File: config.mk
export PLATFORM = sky130hd
export DESIGN_NAME = mitd_decoder
export DESIGN_NICKNAME = d
export VERILOG_FILES = /design/src/shared/mitd_pkg.sv /design/src/design/mitd_decoder.sv /design/src/design/mitd_opcode_table.sv
export SDC_FILE = /design/constraint.sdc
export NUM_CORES = 1
export LEC_CHECK = 0
export BUFFER_PORTS_ARGS = -buffer_cell sky130_fd_sc_hd__buf_2
export CORE_ASPECT_RATIO = 0.75
export CORE_MARGIN = 3
export CORE_UTILIZATION = 51
export DETAILED_ROUTE_END_ITERATION = 7
export PLACE_DENSITY = 0.74
export SYNTH_ARGS = -nofsm -noshare
export SYNTH_HDL_FRONTEND = slang
export SYNTH_SLANG_ARGS = --single-unit
File: constraint.sdc
create_clock -name clk_in -period 3 [get_ports clk_in]
set_input_delay 0.9 -clock clk_in [delete_from_list [all_inputs] [get_ports clk_in]]
set_output_delay 0.9 -clock clk_in [all_outputs]
set_load 0.005 [all_outputs]
File: src/shared/mitd_pkg.sv
// Package for the instruction timing decoder with dual data pointers.
// Assumes a single system clock; used by the design only, the bench files use literal values.
package mitd_pkg;
  // Special-function addresses
  localparam logic [7:0] SFR_PTR0_LOW = 8'h82;
  localparam logic [7:0] SFR_PTR0_HIGH = 8'h83;
  localparam logic [7:0] SFR_PTR1_LOW = 8'h84;
  localparam logic [7:0] SFR_PTR1_HIGH = 8'h85;
  localparam logic [7:0] SFR_PTR_SELECT = 8'h86;
  localparam logic [7:0] SFR_CLOCK_CONTROL = 8'h8e;
  // Reset values
  localparam logic [7:0] PTR_RESET = 8'h00;
  localparam logic [7:0] CLOCK_CONTROL_RESET = 8'h01;
  localparam logic PTR_SELECT_RESET = 1'b0;
  // Field positions
  localparam int SELECT_BIT = 0;
  localparam int STRETCH_LSB = 0;
  localparam int STRETCH_MSB = 2;
  localparam int TIMER_FAST_BIT = 3;
  // Timing
  localparam int CLOCKS_PER_CYCLE = 4;
  localparam int TIMER_SLOW_CLOCKS = 12;
  localparam int TIMER_FAST_CLOCKS = 4;
  localparam int XDATA_BASE_CYCLES = 2;
  // Operand source of a decoded instruction
  typedef enum logic [2:0] {
    MITD_ADDR_NONE = 3'h0,
    MITD_ADDR_REG8 = 3'h1,
    MITD_ADDR_ACTIVE_DATA_POINTER = 3'h2,
    MITD_ADDR_ACC_ACTIVE_DATA_POINTER = 3'h3,
    MITD_ADDR_ACC_PC = 3'h4
  } mitd_addr_e;
  // Decoder sequence
  typedef enum logic [2:0] {
    MITD_IDLE = 3'b001,
    MITD_RUN = 3'b010,
    MITD_DONE = 3'b100
  } mitd_state_e;
endpackage

File: src/design/mitd_decoder.sv
// Instruction timing decoder with dual data pointers and timer prescale.
// Assumes a core that presents an opcode with a one-cycle strobe and drives SFR accesses.
//
// Function
// RULE1 - One instruction cycle lasts four system clocks.
// RULE2 - Every instruction lasts one to nine instruction cycles per its opcode.
// RULE3 - External data moves take two plus clock-control low three bits cycles.
// RULE4 - E2-E3, E0, F2-F3, F0 are one-byte external moves, register or pointer.
// RULE5 - 93 reads code at acc plus pointer, 83 at acc plus PC; three cycles.
// RULE6 - Opcode 90 loads pointer immediate: three bytes, three cycles.
// RULE7 - Stack store C0 and pull D0: two bytes, two cycles.
// RULE8 - Exchanges C8-CF, C5, C6-C7 and nibble swap D6-D7 decode as given.
// RULE9 - Short calls three cycles; long call, returns four cycles.
// RULE10 - Page jump 3, long jump 4, relative 3, indirect 73 3 cycles.
// RULE11 - Carry branches three cycles; bit branches four; 10 clears the bit.
// RULE12 - Acc zero 60 and nonzero 70 branches: two bytes, three cycles.
// RULE13 - Compare-branch opcodes: three bytes, four cycles.
// RULE14 - Decrement-branch D8-DF two bytes three cycles; D5 three bytes four.
// RULE15 - 00 is idle; reserved A5 behaves the same.
// RULE16 - Memory accesses equal byte count; product and divide exceed it. The table has no product or divide entry; they decode as unknown, one cycle.
// RULE17 - Timers step every twelve clocks by default, four when configured.
// RULE18 - Two 16-bit pointers at 82/83 and 84/85.
// RULE19 - Select bit 0 at 86 picks the active pointer for all pointer uses.
// RULE20 - Select register implements only bit 0; others read zero.
// RULE21 - Software toggles the pointer by incrementing the select register.
// RULE22 - Select bit resets to zero, first pointer active.
module mitd_decoder #(
  parameter int CLOCKS_PER_CYCLE = mitd_pkg::CLOCKS_PER_CYCLE
) (
  // Clock and reset
  input wire logic clk_in,
  input wire logic reset_n_in,
  // Instruction issue
  input wire logic issue_in,
  input wire logic [7:0] opcode_in,
  input wire logic [7:0] acc_in,
  input wire logic [15:0] pc_in,
  input wire logic [7:0] reg_ptr_in,
  // Special-function access
  input wire logic sfr_write_in,
  input wire logic sfr_read_in,
  input wire logic [7:0] sfr_addr_in,
  input wire logic [7:0] sfr_wdata_in,
  output logic [7:0] sfr_rdata_out,
  output logic sfr_hit_out,
  // Decode answer
  output logic busy_out,
  output logic done_out,
  output logic [1:0] bytes_out,
  output logic [3:0] cycles_out,
  output logic mem_access_out,
  output logic [15:0] mem_addr_out,
  output logic clear_bit_out,
  output logic unknown_out,
  // Pointers and timer
  output logic [15:0] active_data_pointer_out,
  output logic timer_tick_out
);
  if (CLOCKS_PER_CYCLE != mitd_pkg::CLOCKS_PER_CYCLE) begin : g_cycle_check
    $error("Cycle length must be four clocks");
  end

  localparam logic [1:0] PHASE_LAST = 2'(CLOCKS_PER_CYCLE - 1);
  localparam logic [3:0] SLOW_LAST = 4'(mitd_pkg::TIMER_SLOW_CLOCKS - 1);
  localparam logic [3:0] FAST_LAST = 4'(mitd_pkg::TIMER_FAST_CLOCKS - 1);
  // Opcodes that change state here, not only timing
  localparam logic [7:0] OP_LOAD_POINTER = 8'h90;
  localparam logic [7:0] OP_BIT_CLEAR = 8'h10;

  // Pointer and control registers
  logic [7:0] ptr0_low;
  logic [7:0] ptr0_high;
  logic [7:0] ptr1_low;
  logic [7:0] ptr1_high;
  logic [7:0] clock_control;
  logic ptr_select;
  logic [7:0] next_ptr0_low;
  logic [7:0] next_ptr0_high;
  logic [7:0] next_ptr1_low;
  logic [7:0] next_ptr1_high;
  logic [7:0] next_clock_control;
  logic next_ptr_select;
  logic [7:0] next_sfr_rdata;
  logic next_sfr_hit;
  logic [15:0] next_active_pointer;
  logic [15:0] first_data_pointer;
  logic [15:0] second_data_pointer;
  logic [15:0] active_data_pointer;
  // Declared early: the pointer load watches the sequence state
  mitd_pkg::mitd_state_e state;
  mitd_pkg::mitd_state_e next_state;

  assign first_data_pointer = {ptr0_high, ptr0_low}; // RULE18
  assign second_data_pointer = {ptr1_high, ptr1_low};
  assign active_data_pointer = ptr_select ? second_data_pointer : first_data_pointer; // RULE19

  always_comb begin
    next_ptr0_low = ptr0_low;
    next_ptr0_high = ptr0_high;
    next_ptr1_low = ptr1_low;
    next_ptr1_high = ptr1_high;
    next_ptr_select = ptr_select;
    next_clock_control = clock_control;
    next_sfr_rdata = 8'h00;
    next_sfr_hit = 1'b0;
    if (sfr_write_in) begin
      unique case (sfr_addr_in)
        mitd_pkg::SFR_PTR0_LOW: next_ptr0_low = sfr_wdata_in; // RULE18
        mitd_pkg::SFR_PTR0_HIGH: next_ptr0_high = sfr_wdata_in;
        mitd_pkg::SFR_PTR1_LOW: next_ptr1_low = sfr_wdata_in;
        mitd_pkg::SFR_PTR1_HIGH: next_ptr1_high = sfr_wdata_in;
        // An increment of the select register lands here as a write of value plus one
        mitd_pkg::SFR_PTR_SELECT: next_ptr_select = sfr_wdata_in[mitd_pkg::SELECT_BIT]; // RULE20 RULE21
        mitd_pkg::SFR_CLOCK_CONTROL: next_clock_control = sfr_wdata_in;
        default: ;
      endcase
    end
    // Immediate pointer load goes to whichever pointer is active at issue
    if (state == mitd_pkg::MITD_IDLE && issue_in && opcode_in == OP_LOAD_POINTER) begin
      if (ptr_select) begin
        next_ptr1_high = acc_in; // RULE6 RULE19
        next_ptr1_low = reg_ptr_in;
      end else begin
        next_ptr0_high = acc_in; // RULE6
        next_ptr0_low = reg_ptr_in;
      end
    end
    // Read data come from the registers, so a write in the same cycle reads back the old value
    if (sfr_read_in) begin
      next_sfr_hit = 1'b1;
      unique case (sfr_addr_in)
        mitd_pkg::SFR_PTR0_LOW: next_sfr_rdata = ptr0_low;
        mitd_pkg::SFR_PTR0_HIGH: next_sfr_rdata = ptr0_high;
        mitd_pkg::SFR_PTR1_LOW: next_sfr_rdata = ptr1_low;
        mitd_pkg::SFR_PTR1_HIGH: next_sfr_rdata = ptr1_high;
        mitd_pkg::SFR_PTR_SELECT: next_sfr_rdata = {7'h00, ptr_select}; // RULE20
        mitd_pkg::SFR_CLOCK_CONTROL: next_sfr_rdata = clock_control;
        default: next_sfr_hit = 1'b0;
      endcase
    end
    // Output follows a select write in the very next cycle
    next_active_pointer = next_ptr_select ? {next_ptr1_high, next_ptr1_low}
                                          : {next_ptr0_high, next_ptr0_low}; // RULE19
  end

  // Decode sequence
  logic [1:0] phase;
  logic [1:0] next_phase;
  logic [3:0] cycles_left;
  logic [3:0] next_cycles_left;
  logic [1:0] tbl_bytes;
  logic [3:0] tbl_cycles;
  mitd_pkg::mitd_addr_e tbl_addr;
  logic tbl_known;
  logic next_busy;
  logic next_done;
  logic next_mem_access;
  logic next_clear_bit;
  logic next_unknown;
  logic [1:0] next_bytes;
  logic [3:0] next_cycles;
  logic [15:0] next_mem_addr;

  mitd_opcode_table u_table (
    .opcode_in(opcode_in),
    .stretch_in(clock_control[mitd_pkg::STRETCH_MSB:mitd_pkg::STRETCH_LSB]),
    .bytes_out(tbl_bytes),
    .cycles_out(tbl_cycles),
    .addr_out(tbl_addr),
    .known_out(tbl_known)
  );

  always_comb begin
    next_state = state;
    next_phase = phase;
    next_cycles_left = cycles_left;
    next_busy = busy_out;
    next_done = 1'b0;
    next_bytes = bytes_out;
    next_cycles = cycles_out;
    next_mem_access = mem_access_out;
    next_mem_addr = mem_addr_out;
    next_clear_bit = clear_bit_out;
    next_unknown = unknown_out;
    // An issue outside idle is dropped silently; the core waits for done
    unique case (state)
      mitd_pkg::MITD_IDLE: begin
        if (issue_in) begin
          next_state = mitd_pkg::MITD_RUN;
          next_phase = 2'h0;
          // Unlisted opcodes (other groups) get one cycle here and are flagged
          next_cycles_left = tbl_cycles; // RULE2
          next_busy = 1'b1;
          next_bytes = tbl_bytes; // RULE16
          next_cycles = tbl_cycles;
          next_unknown = ~tbl_known;
          next_clear_bit = (opcode_in == OP_BIT_CLEAR); // RULE11
          next_mem_access = (tbl_addr != mitd_pkg::MITD_ADDR_NONE);
          unique case (tbl_addr)
            mitd_pkg::MITD_ADDR_REG8: next_mem_addr = {8'h00, reg_ptr_in}; // RULE4
            mitd_pkg::MITD_ADDR_ACTIVE_DATA_POINTER: next_mem_addr = active_data_pointer; // RULE4 RULE19
            mitd_pkg::MITD_ADDR_ACC_ACTIVE_DATA_POINTER: next_mem_addr = active_data_pointer + {8'h00, acc_in}; // RULE5
            mitd_pkg::MITD_ADDR_ACC_PC: next_mem_addr = pc_in + {8'h00, acc_in}; // RULE5
            default: next_mem_addr = 16'h0000;
          endcase
        end
      end
      mitd_pkg::MITD_RUN: begin
        // Phase wraps every four clocks, so instruction cycles stay aligned to the issue edge
        next_phase = phase + 2'h1;
        if (phase == PHASE_LAST) begin
          next_phase = 2'h0; // RULE1
          next_cycles_left = cycles_left - 4'h1;
          if (cycles_left == 4'h1) begin
            // Access and bit-clear flags drop with busy, giving one clean window
            next_state = mitd_pkg::MITD_DONE;
            next_busy = 1'b0;
            next_done = 1'b1;
            next_mem_access = 1'b0;
            next_clear_bit = 1'b0;
          end
        end
      end
      mitd_pkg::MITD_DONE: begin
        next_state = mitd_pkg::MITD_IDLE;
      end
      default: next_state = mitd_pkg::MITD_IDLE;
    endcase
  end

  // Timer prescale
  logic [3:0] prescale;
  logic [3:0] next_prescale;
  logic next_tick;

  always_comb begin
    next_prescale = prescale + 4'h1;
    next_tick = 1'b0;
    // Greater-or-equal, so a switch to the fast rate mid-count wraps at once
    if (prescale >= (clock_control[mitd_pkg::TIMER_FAST_BIT] ? FAST_LAST : SLOW_LAST)) begin
      next_prescale = 4'h0; // RULE17
      next_tick = 1'b1;
    end
  end

  // Pointer and control state
  always_ff @(posedge clk_in or negedge reset_n_in) begin
    if (!reset_n_in) begin
      ptr0_low <= mitd_pkg::PTR_RESET;
      ptr0_high <= mitd_pkg::PTR_RESET;
      ptr1_low <= mitd_pkg::PTR_RESET;
      ptr1_high <= mitd_pkg::PTR_RESET;
      ptr_select <= mitd_pkg::PTR_SELECT_RESET; // RULE22
      clock_control <= mitd_pkg::CLOCK_CONTROL_RESET;
      sfr_rdata_out <= 8'h00;
      sfr_hit_out <= 1'b0;
      active_data_pointer_out <= 16'h0000;
    end else begin
      ptr0_low <= next_ptr0_low;
      ptr0_high <= next_ptr0_high;
      ptr1_low <= next_ptr1_low;
      ptr1_high <= next_ptr1_high;
      ptr_select <= next_ptr_select;
      clock_control <= next_clock_control;
      sfr_rdata_out <= next_sfr_rdata;
      sfr_hit_out <= next_sfr_hit;
      active_data_pointer_out <= next_active_pointer;
    end
  end

  // Decode state
  always_ff @(posedge clk_in or negedge reset_n_in) begin
    if (!reset_n_in) begin
      state <= mitd_pkg::MITD_IDLE;
      phase <= 2'h0;
      cycles_left <= 4'h0;
      busy_out <= 1'b0;
      done_out <= 1'b0;
      bytes_out <= 2'h0;
      cycles_out <= 4'h0;
      mem_access_out <= 1'b0;
      mem_addr_out <= 16'h0000;
      clear_bit_out <= 1'b0;
      unknown_out <= 1'b0;
    end else begin
      state <= next_state;
      phase <= next_phase;
      cycles_left <= next_cycles_left;
      busy_out <= next_busy;
      done_out <= next_done;
      bytes_out <= next_bytes;
      cycles_out <= next_cycles;
      mem_access_out <= next_mem_access;
      mem_addr_out <= next_mem_addr;
      clear_bit_out <= next_clear_bit;
      unknown_out <= next_unknown;
    end
  end

  // Prescale state
  always_ff @(posedge clk_in or negedge reset_n_in) begin
    if (!reset_n_in) begin
      prescale <= 4'h0;
      timer_tick_out <= 1'b0;
    end else begin
      prescale <= next_prescale;
      timer_tick_out <= next_tick;
    end
  end
endmodule

File: src/design/mitd_opcode_table.sv
// Opcode table: bytes, instruction cycles and operand source per opcode.
// Assumes the caller registers the answer; purely combinational lookup.
module mitd_opcode_table (
  // Opcode and stretch
  input wire logic [7:0] opcode_in,
  input wire logic [2:0] stretch_in,
  // Answer
  output logic [1:0] bytes_out,
  output logic [3:0] cycles_out,
  output mitd_pkg::mitd_addr_e addr_out,
  output logic known_out
);
  always_comb begin
    bytes_out = 2'h1;
    cycles_out = 4'h1;
    addr_out = mitd_pkg::MITD_ADDR_NONE;
    known_out = 1'b1;
    if (opcode_in[3:0] == 4'h1) begin
      bytes_out = 2'h2; // RULE9 RULE10
      cycles_out = 4'h3;
    end else if (opcode_in[7:3] == 5'h19 || opcode_in[7:1] == 7'h63 || opcode_in[7:1] == 7'h6b) begin
      bytes_out = 2'h1; // RULE8
      cycles_out = 4'h1;
    end else if (opcode_in[7:3] == 5'h1b) begin
      bytes_out = 2'h2; // RULE14
      cycles_out = 4'h3;
    end else if (opcode_in[7:3] == 5'h17 || opcode_in[7:1] == 7'h5b) begin
      bytes_out = 2'h3; // RULE13
      cycles_out = 4'h4;
    end else begin
      unique case (opcode_in)
        8'h00, 8'ha5: begin
          bytes_out = 2'h1; // RULE15
          cycles_out = 4'h1;
        end
        8'he0, 8'hf0: begin
          addr_out = mitd_pkg::MITD_ADDR_ACTIVE_DATA_POINTER; // RULE4 RULE19
          cycles_out = 4'(mitd_pkg::XDATA_BASE_CYCLES) + {1'b0, stretch_in}; // RULE3
        end
        8'he2, 8'he3, 8'hf2, 8'hf3: begin
          addr_out = mitd_pkg::MITD_ADDR_REG8; // RULE4
          cycles_out = 4'(mitd_pkg::XDATA_BASE_CYCLES) + {1'b0, stretch_in}; // RULE3
        end
        8'h93: begin
          addr_out = mitd_pkg::MITD_ADDR_ACC_ACTIVE_DATA_POINTER; // RULE5
          cycles_out = 4'h3;
        end
        8'h83: begin
          addr_out = mitd_pkg::MITD_ADDR_ACC_PC; // RULE5
          cycles_out = 4'h3;
        end
        8'h90: begin
          bytes_out = 2'h3; // RULE6
          cycles_out = 4'h3;
          addr_out = mitd_pkg::MITD_ADDR_ACTIVE_DATA_POINTER;
        end
        8'hc0, 8'hd0, 8'hc5: begin
          bytes_out = 2'h2; // RULE7 RULE8
          cycles_out = 4'h2;
        end
        8'h12, 8'h02, 8'hd5, 8'h20, 8'h30, 8'h10: begin
          bytes_out = 2'h3; // RULE9 RULE10 RULE11 RULE14
          cycles_out = 4'h4;
        end
        8'hb5, 8'hb4: begin
          bytes_out = 2'h3; // RULE13
          cycles_out = 4'h4;
        end
        8'h22, 8'h32: begin
          cycles_out = 4'h4; // RULE9
        end
        8'h80, 8'h40, 8'h50, 8'h60, 8'h70: begin
          bytes_out = 2'h2; // RULE10 RULE11 RULE12
          cycles_out = 4'h3;
        end
        8'h73: begin
          addr_out = mitd_pkg::MITD_ADDR_ACC_ACTIVE_DATA_POINTER; // RULE10 RULE19
          cycles_out = 4'h3;
        end
        default: begin
          known_out = 1'b0;
        end
      endcase
    end
  end
endmodule

==> flow_summary.yaml, run 1 <==
status:
  status: "finished with violations"
  violations: "negative setup slack"
placement:
  hpwlAfterDp_um: 16100
  place_ws_ns: -0.767
  gp_congestion: 0.981
  portBuffers: 113
clock_tree:
  clock_latency_ns: 0.35
  cts_buffers: 9
  cts.sinks: 107
  cts_max_path_buffers: 2
  clockRootBuffer: "clkbuf_16"
  path_clk_slew_ns: 0.08
  cts_tree: "yes"
  h-tree-depth: 3
setup_path:
  endpoint: "mem_addr_out[10]$_DFFE_PN0P_"
  r2r-end: "mem_addr_out[12]$_DFFE_PN0P_"
  critPathMaxFanout: 8
  r2r_start: "ptr_select$_DFF_PN0_"
  r2r_slack_ns: -0.06
  critPathCaptureType: "register"
  cp-startpoint: "opcode_in[6]"
  crit_arrival_ns: 3.56
  path_class: "in -> reg"
  required_ns: 3.28
  critPathLaunchType: "input port"
  rr_worst_depth: 10
sta:
  hold_viol: 0
  setup_ws_ns: -0.277
  fin_setup_tns_ns: -2.31
  rsz0062_at_grt: "true"
  slew_headroom_pct: 29.8
  worst_hold_slack_ns: 0.465
  fin_crit_ns: 3.28
  timing.final.crit_share_pct: 109
  finClkSkew_ns: 0.00701
  finalSetupViolCount: 12
  tightest_slew_ns: 1.05
  slew_viol_final: 0
  fmax_ghz: 0.305
synth:
  synthCells: 667
  synth_edf_count: 0
  ys_seq_area_share_pct: 42.1
  synth-seq-cells: 107
  async_flop_share_pct: 100
  synthFlopType: "dfrtp_1"
  yosys_warnings: 0
  avgSynthCellArea_um2: 9.55
  syn-cell-area_um2: 6370
  synth_fp_nets: 744
  synth.distinct_cells: 80
global_routing:
  grt_remaining_overflow: 0
  antenna_found_initial: 0
  grt_pass1_wl_um: 34100
  grt_pass1_vias: 6079
  grt_util_all_layers_pct: 32.0
  grt_max_degree: 51
floorplanning:
  die_h_um: 103
  ios: 114
  row_count: 34
  dieWidth_um: 135
  placeableCoreArea_um2: 11900
  initial_core_util_pct: 53.5
  die-area_um2: 13900
finish:
  mostFrequentLayoutCells: "108 x buf_2, 105 x dfrtp_1, 68 x nand2_1, 68 x buf_4, 54 x nor2_1"
  fin_nets: 918
  antenna_cells: 0
  nFillCells: 892
  multiInputGateArea_um2: 3900
  final_common_cell: "buf_2"
  drive_gt1_share_pct: 37.2
  seq_area_um2: 2680
  area_growth_syn_to_layout_pct: 33.6
worst_hold_path:
  hold_class: "reg -> reg"
drt:
  route.detailed.drc: 0
  routed_via_density: 6.42
  ant_nets: 0
  wl_per_cell_um: 22.1
  drt-total-wl_um: 22300
  drt_pass1_iterations: 6
  drt_iter0_drc: 689
  vias: 6475
power:
  internal_power_mw: 2.82
  p_comb_share_pct: 28.9
  power.density_nw_per_um2: 495
  pwr-share-clk_pct: 27.8
  leakagePower_nw: 4.02
  pwr-share-seq_pct: 43.3
  p_sw_mw: 1.39
  p_sw_share_pct: 32.9
  power.total_mw: 4.21
  peakVddDrop_mv: 0.373
job:
  maxCapViolations: 0
[routing by layer]
metal | global-route usage, % | part of all wire (%)
met5 | 0 | 0
met1 | 45.7 | 41
met3 | 8.59 | 12
met4 | 11.2 | 3.4
met2 | 47.4 | 44
[registers in the layout, summed over array words and instances, names as in the netlist, 2 cells and up]
| signal | flops |
|---|---|
| cycles_out | 4 |
| cycles_left | 4 |
| ptr0_low | 8 |
| state | 3 |
| active_data_pointer_out | 16 |
| phase | 2 |
| clock_control | 8 |
| ptr0_high | 8 |
| prescale | 4 |
| ptr1_low | 8 |
| ptr1_high | 8 |
| bytes_out | 2 |
| sfr_rdata_out | 8 |
| mem_addr_out | 16 |
[per-stage QoR]
step                      util (%)  instance area (um2)  cells
after global routing          71.4                 8510   1008
after detailed placement      64.7                 7700    979
final                         71.4                 8510   1008
after floorplan                  -                 6510    667
after global placement        64.7                 7700    979
after CTS                     70.1                 8350   1003
[worst min path at each step]
stage	from	to	slack (ns)	depth (start not counted)
3_3_place_gp	prescale[0]$_DFF_PN0_	prescale[0]$_DFF_PN0_	0.45	1
2_1_floorplan	prescale[0]$_DFF_PN0_	prescale[0]$_DFF_PN0_	0.43	1
6_report	prescale[0]$_DFF_PN0_	prescale[0]$_DFF_PN0_	0.47	1
5_1_grt	prescale[0]$_DFF_PN0_	prescale[0]$_DFF_PN0_	0.51	1
3_5_place_dp	prescale[0]$_DFF_PN0_	prescale[0]$_DFF_PN0_	0.46	1
4_1_cts	prescale[0]$_DFF_PN0_	prescale[0]$_DFF_PN0_	0.47	1
[power by group through the flow]
stage	clock network (mW)	logic (mW)	registers, mW
global route	1.24	1.32	1.85
floorplan	0	0.607	1.82
finish	1.17	1.21	1.82
global placement	0	1.04	1.83
CTS	1.19	1.15	1.82
detailed placement	0	1.08	1.84
[worst max-delay path, stage by stage]
cell and delay, ns:
buf_8 0.10, or3b_4 0.42, nor3_4 0.30, nor2_2 0.08, nor2_4 0.14, inv_2 0.05, fa_2 0.35, nand2b_4 0.16
a21oi_4 0.16, o31a_1 0.26, buf_12 0.16, a311o_1 0.18, o2111ai_2 0.15, a21oi_2 0.15
[cell type report]
class | instances | share of cell area [%]
Clock buffer | 10 | 2.81
Clock inverter | 6 | 0.706
Inverter | 20 | 0.882
Multi-Input combinational cell | 505 | 45.8
Sequential cell | 107 | 31.5
Tap cell | 162 | 2.38
Timing Repair Buffer | 198 | 15.9
[synth_stat cells, types with 6 or more instances]
master    instances  share of area (%)
clkbuf_1         27                1.6
dfrtp_1         105                 41
mux2_2           29                5.1
o21ai_0          40                3.1
inv_1            20                1.2
o31ai_1           8               0.94
mux2_1            9                1.6
nor2_1           58                3.4
nand2b_1         10               0.98
nand3_1          16                1.3
a221oi_1          6               0.82
nor3_1            8               0.63
nand4_1           8               0.79
a31oi_1          13                1.3
nand2_1          71                4.2
a22oi_1          19                2.2
xnor2_1           8                1.1
mux2i_1          42                6.6
ha_1             15                2.9
a21oi_1          36                2.8
[what timing repair did]
item / CTS / global route
cloned: 1 / 0
pin swaps: 36 / 21
setup buffers: 7 / 7
endpoints found under the setup margin: 13 / 13
resized for setup: 55 / 27
hold buffers: 0 / 0
[logic make-up (layout without fill, tap and decap cells)]
| kind of cell | count (synthesis) | in the layout | share of synthesized area, % |
|---|---|---|---|
| adder cells (fa/ha/maj) | 16 | 16 | 3.26 |
| multiplexers | 81 | 81 | 13.5 |
| buffers and inverters | 56 | 234 | 3.55 |
| flip-flops | 107 | 107 | 42.1 |
| XOR/XNOR | 11 | 11 | 1.51 |
| AND/OR/NAND/NOR | 218 | 219 | 17.2 |
| AO/OA/AOI/OAI | 178 | 178 | 18.8 |
(Power assumes the default switching activity.)
==> inputs of run 2 (changes only) <==
CORE_UTILIZATION = 52   (was 51)
PLACE_DENSITY = 0.75   (was 0.74)
SYNTH_HIERARCHICAL = 1   (was not set)
==> run 2 against run 1 <==
  * The run still ends with negative setup slack left
  * Global-route usage fell by 3.0 points
  * Area after synthesis rose by 4.3%
  * Fmax fell by 6.2%
  * Wire length fell by 8.4%
  * Register-to-register slack gained 0.30 ns
  * Critical path type unchanged
  * Die area is 2.2% higher
==> flow_summary.yaml, run 2 <==
finish:
  antenna_cells: 0
  nFillCells: 982
  multiInputGateArea_um2: 3750
  mostFrequentLayoutCells: "109 x buf_2, 105 x dfrtp_1, 74 x buf_4, 66 x inv_1, 58 x nor2_1"
  fin_cells: 1038
  fin_nets: 945
  reg.largest.list: "active_data_pointer_out: 16 flops, mem_addr_out: 16 flops"
  seq_area_um2: 2680
  area_growth_syn_to_layout_pct: 27.1
  drive_gt1_share_pct: 35.2
  final_common_cell: "buf_2"
power:
  peakVddDrop_mv: 0.369
  power.total_mw: 4.05
  power.density_nw_per_um2: 479
  leakagePower_nw: 4.49
setup_path:
  critPathCaptureType: "register"
  r2r_slack_ns: 0.24
  slowest_delay_ns: 0.48
  critPathBufInv: 1
  path_cells: "buf_8 > nor4_4 > nor4b_4 > or3b_4 > o21a_1 > ha_1 > a21o_1 > nand4_1 > a31oi_4 > o211ai_1 > xnor2_1 > o22ai_1"
  path_class: "in -> reg"
  required_ns: 3.24
  crit_arrival_ns: 3.73
  critical-path-top-delay-family: "simple AND/OR/NAND/NOR gates"
  critPathMaxFanout: 6
  cpMaxStageDelayCell: "or3b_4"
  critPathLaunchType: "input port"
synth:
  synth.area.top_cells: "dfrtp_1 40%, mux2i_1 8.4%, mux2_2 5.6%"
  async_flop_share_pct: 100
  ys_seq_area_share_pct: 40.3
  synth_edf_count: 0
  synthFlopType: "dfrtp_1"
  synth-seq-cells: 107
  synth_top_cell_area_share_pct: 39.5
  synth_fp_nets: 774
  synth_top_cell_by_area: "dfrtp_1"
  yosysMostFrequentCell: "dfrtp_1"
  synth_commonest_cells: "105 x dfrtp_1, 67 x inv_1, 63 x nor2_1, 59 x nand2_1, 56 x mux2i_1"
  avgSynthCellArea_um2: 9.55
  yosys_warnings: 6
  synthCells: 696
  synth.distinct_cells: 80
  syn-cell-area_um2: 6650
drt:
  drt_iter0_drc: 569
  ant_nets: 0
  route.detailed.drc: 0
  wl_per_cell_um: 19.7
  drt_pass1_iterations: 8
  drt-total-wl_um: 20500
  vias: 6074
  routed_via_density: 5.85
placement:
  portBuffers: 113
  hpwlAfterDp_um: 15400
  gp_congestion: 0.908
  dp_cells: 1014
clock_tree:
  clockRootBuffer: "clkbuf_16"
  path_clk_slew_ns: 0.08
  cts_buffers: 9
  cts_max_path_buffers: 2
  cts.sinks: 107
  cts_tree: "yes"
  clock_latency_ns: 0.35
  h-tree-depth: 3
sta:
  fmax_ghz: 0.286
  finClkSkew_ns: 0.0108
  slew_viol_final: 0
  tightest_slew_ns: 0.775
  fin_crit_ns: 3.49
  setup_ws_ns: -0.492
  finalSetupViolCount: 15
  timing.final.crit_share_pct: 116
  rsz0062_at_grt: "true"
  hold_viol: 0
  slew_headroom_pct: 48.3
floorplanning:
  placeableCoreArea_um2: 12400
  initial_core_util_pct: 53.6
  dieWidth_um: 137
  die-area_um2: 14200
  ios: 114
  die_h_um: 104
  row_count: 35
global_routing:
  grt_util_all_layers_pct: 29.0
  grt_remaining_overflow: 0
  antenna_found_initial: 0
  grt_pass1_wl_um: 32200
  grt_max_degree: 52
  grt_pass1_vias: 6050
worst_hold_path:
  hold_class: "reg -> reg"
status:
  violations: "negative setup slack"
  status: "finished with violations"
job:
  maxCapViolations: 0
## run 2: cell families after synthesis
kind of cell / share of synthesized area, %
and+or+nand+nor: 17.2
AOI/OAI and AO/OA: 15.6
DFF: 40.3
buffers and inverters: 6.89
muxes: 14.9
adders and majority gates: 3.31
xor gates and xnor gates: 1.84
## run 2: worst paths after layout
check	start	to	depth (start not counted)
min in group asynchronous	reset_n_in	ptr0_high[1]$_DFF_PN0_	1
setup reg to reg	ptr_select$_DFF_PN0_	mem_addr_out[14]$_DFFE_PN0P_	12
max in group asynchronous	reset_n_in	cycles_left[2]$_DFFE_PN0P_	2
setup / recovery	opcode_in[3]	mem_addr_out[13]$_DFFE_PN0P_	12
hold reg to reg	prescale[0]$_DFF_PN0_	prescale[0]$_DFF_PN0_	1
hold / removal	prescale[0]$_DFF_PN0_	prescale[0]$_DFF_PN0_	1
## run 2: final cells by class
| cell class | count | share of cell area, % |
|---|---|---|
| repair buffers | 193 | 15.0 |
| multi-input cells | 489 | 44.4 |
| flip-flops and latches | 107 | 31.7 |
| inverters | 67 | 2.98 |
| well taps | 166 | 2.46 |
| clock inverters | 7 | 0.726 |
| clock buffers | 9 | 2.67 |
## run 2: repair_timing
action | CTS | global route
hold buffers | 0 | 0
buffers inserted | 4 | 3
setup endpoints to repair | 15 | 16
cloned | 1 | 0
gates resized for setup | 32 | 13
pin swaps | 29 | 26
## run 2: power breakdown
group / total [mW] / internal [mW] / switching (mW)
Combinational: 1.10 / 0.491 / 0.605
Sequential: 1.80 / 1.65 / 0.145
Clock: 1.16 / 0.580 / 0.578
Total: 4.05 / 2.72 / 1.33
## run 2: stage by stage
step	area, um2	setup slack [ns]	hold slack, ns	util [%]	TNS [ns]
3_5_place_dp	7930	-0.924	0.453	63.9	-13.19
6_report	8450	-0.492	0.462	68.2	-6.31
5_1_grt	8450	-0.647	0.500	68.2	-8.59
4_1_cts	8370	-0.466	0.462	67.5	-5.72
3_3_place_gp	7930	-0.820	0.447	63.9	-11.75
2_1_floorplan	6770	-0.896	0.433	-	-11.59
## run 2: worst reg2reg max path, delay by kind of cell, from the launching register on
| kind | cells | cell delay (ns) |
|---|---|---|
| and+or+nand+nor | 4 | 0.52 |
| buffers and inverters | 2 | 0.26 |
| DFF | 1 | 0.52 |
| muxes | 1 | 0.26 |
| AOI/OAI and AO/OA | 2 | 0.34 |
| xor gates and xnor gates | 1 | 0.16 |
| adders and majority gates | 2 | 0.59 |
## run 2: layer usage
| metal | GRT usage, % | share of wire (%) | wire [um] |
|---|---|---|---|
| met3 | 5.80 | 7.5 | 1530 |
| met1 | 42.4 | 44 | 9070 |
| met2 | 44.4 | 47 | 9560 |
| met5 | 0 | 0 | 0 |
| met4 | 6.69 | 1.4 | 292 |
